## src/hw/rxirq_defs.vh

```
`ifndef RXIRQ_DEFS_VH
`define RXIRQ_DEFS_VH
// register addresses
`define RXIRQ_ADDR_MODE      8'h1E
`define RXIRQ_ADDR_ISTAT     8'h20
`define RXIRQ_ADDR_IMASK     8'h21
`define RXIRQ_ADDR_IMODE_HI  8'h22
`define RXIRQ_ADDR_IMODE_LO  8'h23
`define RXIRQ_ADDR_CBUF_CTL  8'h24
`define RXIRQ_ADDR_CHSTAT    8'h25
`define RXIRQ_ADDR_FAULT     8'h26
`define RXIRQ_ADDR_FAULT_EN  8'h27
// reset values
`define RXIRQ_RST_MODE       8'h00
`define RXIRQ_RST_IMASK      8'h00
`define RXIRQ_RST_IMODE      8'h00
`define RXIRQ_RST_CBUF_CTL   8'h40
`define RXIRQ_RST_FAULT_EN   8'h00
// interrupt source positions
`define RXIRQ_SRC_UNLOCK     7
`define RXIRQ_SRC_QCH        5
`define RXIRQ_SRC_DETC       4
`define RXIRQ_SRC_DETU       3
`define RXIRQ_SRC_OVFL       1
`define RXIRQ_SRC_RFAULT     0
`define RXIRQ_SRC_USED       8'hBB
// receiver error positions
`define RXIRQ_ERR_SUB_CHK    6
`define RXIRQ_ERR_BLK_CHK    5
`define RXIRQ_ERR_UNLOCK     4
`define RXIRQ_ERR_VALID      3
`define RXIRQ_ERR_TRUST      2
`define RXIRQ_ERR_LINE       1
`define RXIRQ_ERR_ODD_EVEN   0
`define RXIRQ_ERR_USED       8'h7F
`define RXIRQ_ERR_NOCRC      8'h1F
// mode register fields
`define RXIRQ_MODE_PIN_HI    3
`define RXIRQ_MODE_PIN_LO    2
`define RXIRQ_MODE_HOLD_HI   1
`define RXIRQ_MODE_HOLD_LO   0
// buffer control fields
`define RXIRQ_CBUF_LOCK_HI   7
`define RXIRQ_CBUF_LOCK_LO   6
`define RXIRQ_CBUF_CONTENT   2
`define RXIRQ_CBUF_WIDTH     1
`define RXIRQ_CBUF_SIDE      0
`define RXIRQ_CBUF_USED      8'hC7
// trigger modes
`define RXIRQ_TRIG_RISE      2'b00
`define RXIRQ_TRIG_FALL      2'b01
`define RXIRQ_TRIG_LEVEL     2'b10
// pin styles
`define RXIRQ_PIN_ACT_HI     2'b00
`define RXIRQ_PIN_ACT_LO     2'b01
`define RXIRQ_PIN_OD_LO      2'b10
// sample hold codes
`define RXIRQ_HOLD_LAST      2'b00
`define RXIRQ_HOLD_ZERO      2'b01
`define RXIRQ_HOLD_PASS      2'b10
`define RXIRQ_SAMPLE_W       24
`endif

```

## src/hw/rxirq_trig.v

```verilog
`timescale 1ns/1ps
`include "rxirq_defs.vh"
// per-source trigger detector: one pulse or level per source
module rxirq_trig (
   input  wire       clk_sys_i,
   input  wire       rst_i,
   input  wire       ce_i,
   input  wire [7:0] cond_i,
   input  wire [7:0] mode_hi_i,
   input  wire [7:0] mode_lo_i,
   output wire [7:0] event_o
);
   reg [7:0] prev_q;

   always @(posedge clk_sys_i) begin
      if (rst_i) begin
         prev_q <= 8'h00;
      end else if (ce_i) begin
         prev_q <= cond_i;
      end
   end

   genvar g;
   generate
      for (g = 0; g < 8; g = g + 1) begin : g_src
         wire [1:0] mode_w;
         reg        ev_r;
         assign mode_w = {mode_hi_i[g], mode_lo_i[g]};
         always @* begin
            case (mode_w)
               `RXIRQ_TRIG_RISE:  ev_r = cond_i[g] & ~prev_q[g];
               `RXIRQ_TRIG_FALL:  ev_r = ~cond_i[g] & prev_q[g];
               `RXIRQ_TRIG_LEVEL: ev_r = cond_i[g];
               default:           ev_r = 1'b0;
            endcase
         end
         assign event_o[g] = ev_r;
      end
   endgenerate
endmodule

```

## src/hw/rxirq_top.v

```verilog
`timescale 1ns/1ps
`include "rxirq_defs.vh"
module rxirq_top (
   input  wire        clk_sys_i,
   input  wire        rst_i,
   input  wire        ce_i,
   // register port
   input  wire        reg_wr_i,
   input  wire        reg_rd_i,
   input  wire [7:0]  reg_addr_i,
   input  wire [7:0]  reg_wdata_i,
   output reg  [7:0]  reg_rdata_o,
   // interrupt pin
   output reg         irq_o,
   output reg         irq_oe_o,
   // interrupt sources other than receiver fault and PLL unlock
   input  wire        cstat_xfer_i,
   input  wire        udata_xfer_i,
   input  wire        subcode_new_i,
   input  wire        adc_clip_i,
   // receiver status from the datapath
   input  wire        pll_unlocked_i,
   input  wire        subframe_end_i,
   input  wire        qblock_end_i,
   input  wire        csblock_end_i,
   input  wire        validity_i,
   input  wire        line_code_err_i,
   input  wire        parity_err_i,
   input  wire        subcode_check_error_err_i,
   input  wire        cscrc_err_i,
   input  wire [3:0]  aux_width_a_i,
   input  wire [3:0]  aux_width_b_i,
   input  wire [1:0]  pro_a_b_i,
   input  wire [1:0]  nonpcm_a_b_i,
   input  wire [1:0]  copy_a_b_i,
   input  wire [1:0]  first_copy_a_b_i,
   input  wire [1:0]  cat_general_a_b_i,
   input  wire        rx_in_use_i,
   // audio sample path
   input  wire        sample_stb_i,
   input  wire [23:0] sample_i,
   output reg  [23:0] sample_o,
   output reg         sample_stb_o,
   // buffer and lock controls to the datapath
   output reg  [1:0]  lock_algorithm_o,
   output reg         buffer_content_select_o,
   output reg         cbuf_access_width_o,
   output reg         status_side_select_o
);

   // ------------------------------------------------------------
   // input synchronisers
   // ------------------------------------------------------------
   // only the second stage feeds logic
   reg  [5:0] sync1_q;
   reg  [5:0] sync2_q;
   wire [5:0] async_w;
   assign async_w = {cstat_xfer_i, udata_xfer_i, subcode_new_i, adc_clip_i,
                     pll_unlocked_i, rx_in_use_i};
   always @(posedge clk_sys_i) begin
      if (rst_i) begin
         sync1_q <= 6'h00;
         sync2_q <= 6'h00;
      end else if (ce_i) begin
         sync1_q <= async_w;
         sync2_q <= sync1_q;
      end
   end
   wire s_cstat   = sync2_q[5];
   wire s_udata   = sync2_q[4];
   wire s_subcode = sync2_q[3];
   wire s_clip    = sync2_q[2];
   wire s_unlock  = sync2_q[1];
   wire s_in_use  = sync2_q[0];

   // ------------------------------------------------------------
   // control registers
   // ------------------------------------------------------------
   reg [7:0] mode_q;
   reg [7:0] imask_q;
   reg [7:0] imode_hi_q;
   reg [7:0] imode_lo_q;
   reg [7:0] cbuf_ctl_q;
   reg [7:0] fault_en_q;

   always @(posedge clk_sys_i) begin
      if (rst_i) begin
         mode_q      <= `RXIRQ_RST_MODE;
         imask_q     <= `RXIRQ_RST_IMASK;
         imode_hi_q  <= `RXIRQ_RST_IMODE;
         imode_lo_q  <= `RXIRQ_RST_IMODE;
         cbuf_ctl_q  <= `RXIRQ_RST_CBUF_CTL;
         fault_en_q  <= `RXIRQ_RST_FAULT_EN;
      end else if (ce_i && reg_wr_i) begin
         // reserved bits are stored as zero, except in the mode register, which keeps all eight bits
         case (reg_addr_i)
            `RXIRQ_ADDR_MODE:      mode_q      <= reg_wdata_i;
            `RXIRQ_ADDR_IMASK:     imask_q     <= reg_wdata_i & `RXIRQ_SRC_USED;
            `RXIRQ_ADDR_IMODE_HI:  imode_hi_q  <= reg_wdata_i & `RXIRQ_SRC_USED;
            `RXIRQ_ADDR_IMODE_LO:  imode_lo_q  <= reg_wdata_i & `RXIRQ_SRC_USED;
            `RXIRQ_ADDR_CBUF_CTL:  cbuf_ctl_q  <= reg_wdata_i & `RXIRQ_CBUF_USED;
            `RXIRQ_ADDR_FAULT_EN:  fault_en_q  <= reg_wdata_i & `RXIRQ_ERR_USED;
            default:               mode_q      <= mode_q;
         endcase
      end
   end

   // fields of the mode and buffer control registers
   wire [1:0] pin_style = mode_q[`RXIRQ_MODE_PIN_HI:`RXIRQ_MODE_PIN_LO];
   wire [1:0] hold_sel  = mode_q[`RXIRQ_MODE_HOLD_HI:`RXIRQ_MODE_HOLD_LO];
   wire       side_b    = cbuf_ctl_q[`RXIRQ_CBUF_SIDE];

   // ------------------------------------------------------------
   // receiver error register
   // ------------------------------------------------------------
   reg [7:0] fault_raw_q;
   always @(posedge clk_sys_i) begin
      if (rst_i) begin
         fault_raw_q <= 8'h00;
      end else if (ce_i) begin
         fault_raw_q[`RXIRQ_ERR_UNLOCK] <= s_unlock;
         if (qblock_end_i) begin
            fault_raw_q[`RXIRQ_ERR_SUB_CHK] <= subcode_check_error_err_i;
         end
         if (csblock_end_i) begin
            fault_raw_q[`RXIRQ_ERR_BLK_CHK] <= cscrc_err_i;
         end
         if (subframe_end_i) begin
            fault_raw_q[`RXIRQ_ERR_VALID]    <= validity_i;
            fault_raw_q[`RXIRQ_ERR_TRUST]    <= s_unlock | line_code_err_i;
            fault_raw_q[`RXIRQ_ERR_LINE]     <= line_code_err_i;
            fault_raw_q[`RXIRQ_ERR_ODD_EVEN] <= parity_err_i;
         end
      end
   end
   wire [7:0] fault_vis = fault_raw_q & fault_en_q;
   wire       rfault    = |fault_vis;
   wire       spoil     = |(fault_vis & `RXIRQ_ERR_NOCRC);

   // ------------------------------------------------------------
   // interrupt sources and trigger detection
   // ------------------------------------------------------------
   wire [7:0] cond_w;
   wire [7:0] event_w;
   assign cond_w = {s_unlock, 1'b0, s_subcode, s_cstat, s_udata, 1'b0, s_clip, rfault};

   rxirq_trig rxirq_trig_inst (
      .clk_sys_i (clk_sys_i),
      .rst_i     (rst_i),
      .ce_i      (ce_i),
      .cond_i    (cond_w),
      .mode_hi_i (imode_hi_q),
      .mode_lo_i (imode_lo_q),
      .event_o   (event_w)
   );

   // ------------------------------------------------------------
   // sticky status, clear on read
   // ------------------------------------------------------------
   reg  [7:0] istat_q;
   wire       istat_rd = reg_rd_i && (reg_addr_i == `RXIRQ_ADDR_ISTAT);
   wire [7:0] ev_masked = event_w & imask_q;
   always @(posedge clk_sys_i) begin
      if (rst_i) begin
         istat_q <= 8'h00;
      end else if (ce_i) begin
         if (istat_rd) begin
            istat_q <= ev_masked;
         end else begin
            istat_q <= (istat_q | ev_masked) & imask_q;
         end
      end
   end

   // ------------------------------------------------------------
   // interrupt pin
   // ------------------------------------------------------------
   wire irq_active = |istat_q;
   always @(posedge clk_sys_i) begin
      if (rst_i) begin
         irq_o    <= 1'b0;
         irq_oe_o <= 1'b1;
      end else if (ce_i) begin
         case (pin_style)
            `RXIRQ_PIN_ACT_HI: begin
               irq_o    <= irq_active;
               irq_oe_o <= 1'b1;
            end
            `RXIRQ_PIN_ACT_LO: begin
               irq_o    <= ~irq_active;
               irq_oe_o <= 1'b1;
            end
            `RXIRQ_PIN_OD_LO: begin
               irq_o    <= 1'b0;
               irq_oe_o <= irq_active;
            end
            // reserved style releases the pin
            default: begin
               irq_o    <= 1'b0;
               irq_oe_o <= 1'b0;
            end
         endcase
      end
   end

   // ------------------------------------------------------------
   // channel status decode
   // ------------------------------------------------------------
   reg [7:0] chstat_w;
   always @* begin
      chstat_w = 8'h00;
      chstat_w[7:4] = side_b ? aux_width_b_i : aux_width_a_i;
      chstat_w[3]   = pro_a_b_i[side_b];
      chstat_w[2]   = nonpcm_a_b_i[side_b];
      chstat_w[1]   = copy_a_b_i[side_b] | cat_general_a_b_i[side_b];
      chstat_w[0]   = first_copy_a_b_i[side_b];
      if (pro_a_b_i[side_b] || !s_in_use) begin
         chstat_w[1] = 1'b1;
         chstat_w[0] = 1'b1;
      end
   end

   // ------------------------------------------------------------
   // register read
   // ------------------------------------------------------------
   always @(posedge clk_sys_i) begin
      if (rst_i) begin
         reg_rdata_o <= 8'h00;
      end else if (ce_i && reg_rd_i) begin
         case (reg_addr_i)
            `RXIRQ_ADDR_MODE:      reg_rdata_o <= mode_q;
            `RXIRQ_ADDR_ISTAT:     reg_rdata_o <= istat_q & imask_q;
            `RXIRQ_ADDR_IMASK:     reg_rdata_o <= imask_q;
            `RXIRQ_ADDR_IMODE_HI:  reg_rdata_o <= imode_hi_q;
            `RXIRQ_ADDR_IMODE_LO:  reg_rdata_o <= imode_lo_q;
            `RXIRQ_ADDR_CBUF_CTL:  reg_rdata_o <= cbuf_ctl_q;
            `RXIRQ_ADDR_CHSTAT:    reg_rdata_o <= chstat_w;
            `RXIRQ_ADDR_FAULT:     reg_rdata_o <= fault_vis;
            `RXIRQ_ADDR_FAULT_EN:  reg_rdata_o <= fault_en_q;
            default:               reg_rdata_o <= 8'h00;
         endcase
      end
   end

   // ------------------------------------------------------------
   // controls to datapath
   // ------------------------------------------------------------
   always @(posedge clk_sys_i) begin
      if (rst_i) begin
         lock_algorithm_o        <= 2'b01;
         buffer_content_select_o <= 1'b0;
         cbuf_access_width_o     <= 1'b0;
         status_side_select_o    <= 1'b0;
      end else if (ce_i) begin
         lock_algorithm_o        <= cbuf_ctl_q[`RXIRQ_CBUF_LOCK_HI:`RXIRQ_CBUF_LOCK_LO];
         buffer_content_select_o <= cbuf_ctl_q[`RXIRQ_CBUF_CONTENT];
         cbuf_access_width_o     <= cbuf_ctl_q[`RXIRQ_CBUF_WIDTH];
         status_side_select_o    <= side_b;
      end
   end

   // ------------------------------------------------------------
   // audio sample hold
   // ------------------------------------------------------------
   reg [23:0] last_good_q;
   always @(posedge clk_sys_i) begin
      if (rst_i) begin
         last_good_q  <= 24'h000000;
         sample_o     <= 24'h000000;
         sample_stb_o <= 1'b0;
      end else if (ce_i) begin
         sample_stb_o <= sample_stb_i;
         if (sample_stb_i) begin
            if (!spoil) begin
               sample_o    <= sample_i;
               last_good_q <= sample_i;
            end else begin
               case (hold_sel)
                  `RXIRQ_HOLD_LAST: sample_o <= last_good_q;
                  `RXIRQ_HOLD_ZERO: sample_o <= 24'h000000;
                  // reserved code passes through
                  default:          sample_o <= sample_i;
               endcase
            end
         end
      end
   end
endmodule

```

## config.mk

```make
export PLATFORM = sky130hd
export DESIGN_NAME = rxirq_top
export DESIGN_NICKNAME = d
export VERILOG_FILES = /design/src/hw/rxirq_trig.v /design/src/hw/rxirq_top.v
export VERILOG_INCLUDE_DIRS = /design/src /design/src/hw
export SDC_FILE = /design/constraint.sdc
export NUM_CORES = 1
export LEC_CHECK = 0
export ABC_AREA = 1
export BUFFER_PORTS_ARGS = -buffer_cell sky130_fd_sc_hd__buf_2
export CAP_MARGIN = 20
export CORE_MARGIN = 2
export CORE_UTILIZATION = 55
export CTS_CLUSTER_DIAMETER = 80
export DETAILED_ROUTE_END_ITERATION = 12
export PLACE_DENSITY_LB_ADDON = 0.15
export SLEW_MARGIN = 20
export SYNTH_ARGS = -nofsm -noshare
export SYNTH_HDL_FRONTEND = slang
export SYNTH_SLANG_ARGS = --single-unit
```

## constraint.sdc

```tcl
create_clock -name clk_sys_i -period 1.4 [get_ports clk_sys_i]
set_input_delay 0.14 -clock clk_sys_i [delete_from_list [all_inputs] [get_ports clk_sys_i]]
set_output_delay 0.14 -clock clk_sys_i [all_outputs]
set_load 0.02 [all_outputs]
```

==> results_dict.tcl, run 1 <==
set metrics [dict create \
    cts_inserted_buffers 17 \
    start_kind "flip-flop" \
    grt_usage_pct 34.9 \
    num_antenna_cells 0 \
    fin_util_pct 79.9 \
    cp_data_arrival_time_ns 1.97 \
    setup_viol 39 \
    yosysUniqueCellTypes 25 \
    ctsHtreeMaxLevel 4 \
    area_growth_pct 40.2 \
    worst_slew_pin_slew_ns 0.432 \
    ys_warn_count 0 \
    fin_hold_ws_ns 0.0468 \
    synthMostInstantiatedCell "nand2_1" \
    syn-num-nets 919 \
    die_w_um 108 \
    fin_ws_ns -0.158 \
    cts_sinks 132 \
    cp-end-kind "flip-flop" \
    synthArstFlopShare_pct 0 \
    wl_per_cell_um 18.1 \
    path_max_fanout 48 \
    muxShareOfSynthArea_pct 0 \
    finalHoldViolCount 0 \
    syn_inst 841 \
    synth_simple_gate_area_share_pct 23.4 \
    worstSkewPairLatency_ns 0.54 \
    p_leak_nw 3.58 \
    hold_path.class "input pin to flip-flop" \
    status "finished, violations left" \
    synth_top_area_cell "dfxtp_1" \
    synth_area_leaders "dfxtp_1 45%, o21ai_0 10%, nand2_1 9.5%" \
    clockBufferDepth 2 \
    timing.setup.tns_ns -1.91 \
    grt_max_degree 73 \
    cts_tree "yes" \
    ys_ff_latch 132 \
    wl_um 21400 \
    ant_nets 0 \
    drt_iter0_markers 601 \
    synth_ff_type "dfxtp_1" \
    synth_commonest_cells "150 x nand2_1, 132 x dfxtp_1, 123 x o21ai_0, 89 x a21oi_1, 84 x nand3_1" \
    worstPathRequired_ns 1.81 \
    netlist_area_mm2 0.00591 \
    synth_top_area_share_pct 44.7 \
    synth_top_family_by_area "simple AND/OR/NAND/NOR gates" \
    n_fill_cell 658 \
    synthAdderAreaFrac_pct 0 \
    placed_area_mm2 0.00687 \
    finalMaxSlewViolations 0 \
    grt_pass1_vias 6630 \
    grt_antenna_before_repair 0 \
    synth_edf_count 0 \
    vias_per_cell 5.77 \
    drt_pass1_iterations 5 \
    failed_checks "setup timing" \
    path_class "flip-flop to flip-flop" \
    core_area_mm2 0.0104 \
    powerDensity_mw_per_mm2 1230 \
    skew_ns 0.00657 \
    drc 0 \
    nets 1108 \
    relSlewSlack_pct 70.9 \
    gp_congestion 0.965 \
    cts.clk_slew.worst_paths_ns 0.06 \
    hpwl_um 12800 \
    grt-ovfl-total 0 \
    fin_crit_sh_pct 111 \
    fin_area_mm2 0.00829 \
    grt_pass1_wl_um 31600 \
    avgSynthCellArea_um2 7.03 \
    io_buffer_count 117 \
    die-area_mm2 0.0116 \
    drive_above_1_share_pct 25.0 \
    die_h_um 108 \
    ctsRootBufferMaster "clkbuf_8" \
    fin_crit_ns 1.56 \
    cap_violations 0 \
    yosysSeqAreaShare_pct 44.7 \
    rsz0062_at_grt "true" \
    post-place-ws_ns -0.0919 \
    synth_compound_area_share_pct 22.3 \
    synth_xor_area_share_pct 0.148 \
    num_vias 6800 \
    ios 118 \
    clock.fmax_mhz 642 \
    placementRows 37 \
    vdd_drop_max_v 0.00123 \
    start_util_pct 57.0 \
]
==> worst max-delay path: stages (launching register included) <==
cell and delay [ns]:
dfxtp_2 0.32, nand2_2 0.06, inv_2 0.05, nor3_4 0.27, nand3_2 0.14, buf_12 0.21, o21ai_0 0.30, a21oi_1 0.08
==> metrics by stage <==
step                      power, mW  instances
after floorplan                4.55        841
after global placement         4.86       1095
after detailed placement       4.90       1095
after CTS                      10.0       1177
after global routing           10.4       1179
final                          10.2       1179
==> area by class of cell <==
type	count	area, um2	share of cell area (%)
clock buffer	20	455	5.50
sequential	132	2650	32.0
timing repair buffer	215	1570	19.0
multi-input combinational	576	2880	34.8
clock inverter	12	223	2.69
inverter	88	334	4.03
tap	136	170	2.05
==> report_power, final <==
part           total (mW)  internal, mW  switching, mW  leakage (nW)
Combinational        1.01         0.413          0.600          2.17
Sequential           4.03          3.92          0.107          1.08
Clock                5.14          3.40           1.74         0.327
Total                10.2          7.73           2.45          3.58
==> cell families (layout without fill, tap and decap cells) <==
group / after synthesis / in the layout
flip-flops: 132 / 132
AND/OR/NAND/NOR: 322 / 322
AO/OA/AOI/OAI: 253 / 253
buffers and inverters: 133 / 335
XOR/XNOR: 1 / 1
==> cell usage in the layout (no fill, tap or decap) <==
cell type,netlist,final
a21oi_1,89,87
a21oi_2,0,2
a31oi_1,28,25
a31oi_4,0,3
and3_1,1,1
buf_12,0,7
buf_16,0,1
buf_2,7,117
buf_4,3,39
buf_6,5,1
bufinv_16,0,6
clkbuf_16,0,17
clkbuf_8,0,4
clkinv_1,1,1
clkinv_2,1,3
clkinv_4,0,1
clkinvlp_4,0,2
dfxtp_1,132,126
dfxtp_2,0,6
dlygate4sd3_1,0,49
inv_1,79,76
inv_2,7,9
inv_4,0,1
inv_6,0,1
nand2_1,150,132
nand2_2,7,19
nand2_4,0,4
nand2_8,0,2
nand3_1,84,80
nand3_2,0,4
nor2_1,67,65
nor2_2,8,10
nor2_8,1,1
nor3_1,3,3
nor3_4,1,1
o211ai_1,6,6
o21ai_0,123,114
o21ai_1,7,16
xor2_1,1,1
==> sequential cells by signal, indices dropped and copies added (netlist names) <==
| signal | cells |
|---|---|
| buffer_content_select_o | 1 |
| cbuf_access_width_o | 1 |
| cbuf_ctl_q | 5 |
| fault_en_q | 7 |
| fault_raw_q | 7 |
| imask_q | 6 |
| imode_hi_q | 6 |
| imode_lo_q | 6 |
| irq_o | 1 |
| irq_oe_o | 1 |
| istat_q | 6 |
| last_good_q | 24 |
| lock_algorithm_o | 2 |
| mode_q | 8 |
| reg_rdata_o | 8 |
| rxirq_trig_inst.prev_q | 5 |
| sample_o | 24 |
| sample_stb_o | 1 |
| status_side_select_o | 1 |
| sync1_q | 6 |
| sync2_q | 6 |
==> timing repair <==
action | 4_1_cts | 5_1_grt
endpoints found under the setup margin | 29 | 53
gates cloned | 1 | 1
resized for setup | 7 | 52
pin swaps | 0 | 2
hold buffers | 49 | 0
hold endpoints to repair | 82 | 0
setup buffers | 0 | 1
==> layer usage <==
| metal | part of all wire (%) | global-route usage (%) | vias up | routed length (um) |
|---|---|---|---|---|
| met5 | 0 | 0 | - | 0 |
| met1 | 39 | 42.1 | 3164 | 8410 |
| met3 | 7.8 | 7.45 | 73 | 1660 |
| met4 | 3.8 | 15.1 | 0 | 811 |
| li1 | - | - | 3183 | - |
| met2 | 49 | 60.0 | 380 | 10500 |
==> worst paths after layout <==
check                  startpoint              end  slack [ns]  cells past startpoint
setup reg to reg    fault_en_q[1]  last_good_q[15]       -0.16                      7
hold reg to reg   last_good_q[19]  last_good_q[19]        0.46                      2
setup / recovery    fault_en_q[1]  last_good_q[15]       -0.16                      7
hold / removal     subframe_end_i   fault_raw_q[2]        0.05                      4
(Power assumes the default switching activity.)
==> run 2, diff against run 1 <==
- BUFFER_PORTS_ARGS: -buffer_cell sky130_fd_sc_hd__buf_2 -> not set
- CORE_UTILIZATION: 55 -> 63
- DONT_BUFFER_PORTS: not set -> 1
- SETUP_SLACK_MARGIN: not set -> 0.1
==> results_dict.tcl, run 2 (synthesis gave the netlist of run 1 again) <==
set metrics [dict create \
    wl_um 20100 \
    worstSkewPairLatency_ns 0.53 \
    worstPathRequired_ns 1.81 \
    cap_violations 0 \
    ctsHtreeMaxLevel 4 \
    relSlewSlack_pct 60.1 \
    finalHoldViolCount 0 \
    die-area_mm2 0.0102 \
    cp-end-kind "flip-flop" \
    path_class "flip-flop to flip-flop" \
    setup_viol 21 \
    n_fill_cell 570 \
    fin_util_pct 84.0 \
    nets 998 \
    hold_path.class "input pin to flip-flop" \
    worst_slew_pin_slew_ns 0.597 \
    fin_ws_ns -0.0740 \
    cts_tree "yes" \
    fin_crit_sh_pct 105 \
    vdd_drop_max_v 0.00100 \
    placementRows 35 \
    failed_checks "setup timing" \
    drc 0 \
    switching_share_pct 25.9 \
    cp_data_arrival_time_ns 1.88 \
    io_buffer_count 0 \
    dpl.cell_count 938 \
    clock.fmax_mhz 678 \
    grt_max_degree 68 \
    die_h_um 101 \
    grt_pass1_vias 6250 \
    powerDensity_mw_per_mm2 1220 \
    clockBufferDepth 2 \
    fin_crit_ns 1.47 \
    wl_per_cell_um 19.3 \
    die_w_um 101 \
    seqPwrFrac_pct 43.6 \
    drive_above_1_share_pct 16.1 \
    slowest_delay_ns 0.32 \
    timing.setup.tns_ns -0.516 \
    grt_antenna_before_repair 0 \
    skew_ns 0.0123 \
    cts_sinks 132 \
    cts.clk_slew.worst_paths_ns 0.06 \
    path_buf_inv 2 \
    vias_per_cell 6.21 \
    gp_congestion 1.01 \
    finalMaxSlewViolations 0 \
    switching_power_mw 2.44 \
    ctsRootBufferMaster "clkbuf_8" \
    fin_cells 1043 \
    ios 118 \
    p_int_mw 6.97 \
    cts_inserted_buffers 17 \
    path_max_fanout 48 \
    start_util_pct 64.6 \
    status "finished, violations left" \
    grt_usage_pct 37.5 \
    grt_pass1_wl_um 29800 \
    hpwl_um 11500 \
    grt-ovfl-total 0 \
    area_growth_pct 30.1 \
    crit_family "simple AND/OR/NAND/NOR gates" \
    start_kind "flip-flop" \
    core_area_mm2 0.00915 \
    p_leak_nw 3.09 \
    top_regs "last_good_q x24, sample_o x24" \
    crit_path_top_delay_cell "dfxtp_2" \
    num_antenna_cells 0 \
    final_cell_mix "133 x nand2_1, 125 x dfxtp_1, 97 x o21ai_0" \
    drt_iter0_markers 638 \
    num_vias 6476 \
    power.total_mw 9.41 \
    drt_pass1_iterations 5 \
    p_comb_share_pct 8.2 \
    ant_nets 0 \
    layout_commonest_cell "nand2_1" \
    rsz0062_at_grt "true" \
    clkPwrFrac_pct 48.2 \
    path_cells "nand2_1 > inv_2 > nor3_4 > nand3_2 > buf_12 > o21ai_1 > a21oi_1" \
]
==> run 2: changes by cell type in the layout (fill, tap and decap cells not counted), moves of 11 or more <==
cell           previous run  this run
dlygate4sd3_1            49        64
o21ai_2                   0        14
o21ai_0                 114        97
buf_2                   117         0
buf_4                    39        28
==> run 2: final cells by class <==
| type | count | area [um2] | share of cell area, % |
|---|---|---|---|
| inverter | 88 | 334 | 4.34 |
| sequential | 132 | 2650 | 34.5 |
| tap | 111 | 139 | 1.81 |
| timing repair buffer | 104 | 1070 | 13.9 |
| multi-input combinational | 577 | 2900 | 37.8 |
| clock buffer | 18 | 418 | 5.44 |
| clock inverter | 13 | 173 | 2.25 |
==> run 2: path summary, 6_finish.rpt <==
path                                        end  slack (ns)       startpoint  cells past startpoint
worst min-delay path                 istat_q[7]        0.02             ce_i                      3
worst max-delay path            last_good_q[21]       -0.07    fault_en_q[0]                      7
worst min register to register  last_good_q[11]        0.45  last_good_q[11]                      2
worst max register to register  last_good_q[21]       -0.07    fault_en_q[0]                      7
==> run 2: metal layers <==
| metal | vias to the layer above | wire, um | track usage [%] |
|---|---|---|---|
| met4 | 0 | 1100 | 22.8 |
| li1 | 2970 | - | - |
| met2 | 458 | 9610 | 61.8 |
| met1 | 2949 | 7400 | 44.9 |
| met5 | - | 0 | 0 |
| met3 | 99 | 2020 | 7.70 |
==> run 2: stage by stage <==
stage / hold WS (ns) / instance area (um2) / setup slack (ns)
after global placement: 0.212 / 6120 / -0.0240
after floorplan: 0.266 / 5910 / 0.146
after global routing: 0.0196 / 7690 / -0.109
final: 0.0209 / 7690 / -0.0740
after detailed placement: 0.213 / 6120 / -0.0729
after CTS: 0.00532 / 7450 / -0.0505
==> run 2: power groups by stage <==
stage          combinational [mW]  clock, mW  sequential [mW]
3_5_place_dp                0.490          0             4.16
5_1_grt                     0.837       4.67             4.11
4_1_cts                     0.692       4.50             4.09
2_1_floorplan               0.409          0             4.14
3_3_place_gp                0.469          0             4.16
6_report                    0.773       4.54             4.10
==> run 2: repair_timing <==
action / 4_1_cts / 5_1_grt
setup endpoints to repair: 48 / 64
buffers inserted: 2 / 3
hold endpoints to repair: 128 / 0
gates resized for setup: 34 / 56
gates cloned: 1 / 3
hold buffers: 65 / 0
pin swaps: 3 / 16
==> run 2: worst register-to-register path, cell delays in order, from the launching register on <==
cell	delay (ns)
dfxtp_2	0.32
nand2_1	0.07
inv_2	0.05
nor3_4	0.26
nand3_2	0.14
buf_12	0.21
o21ai_1	0.21
a21oi_1	0.08
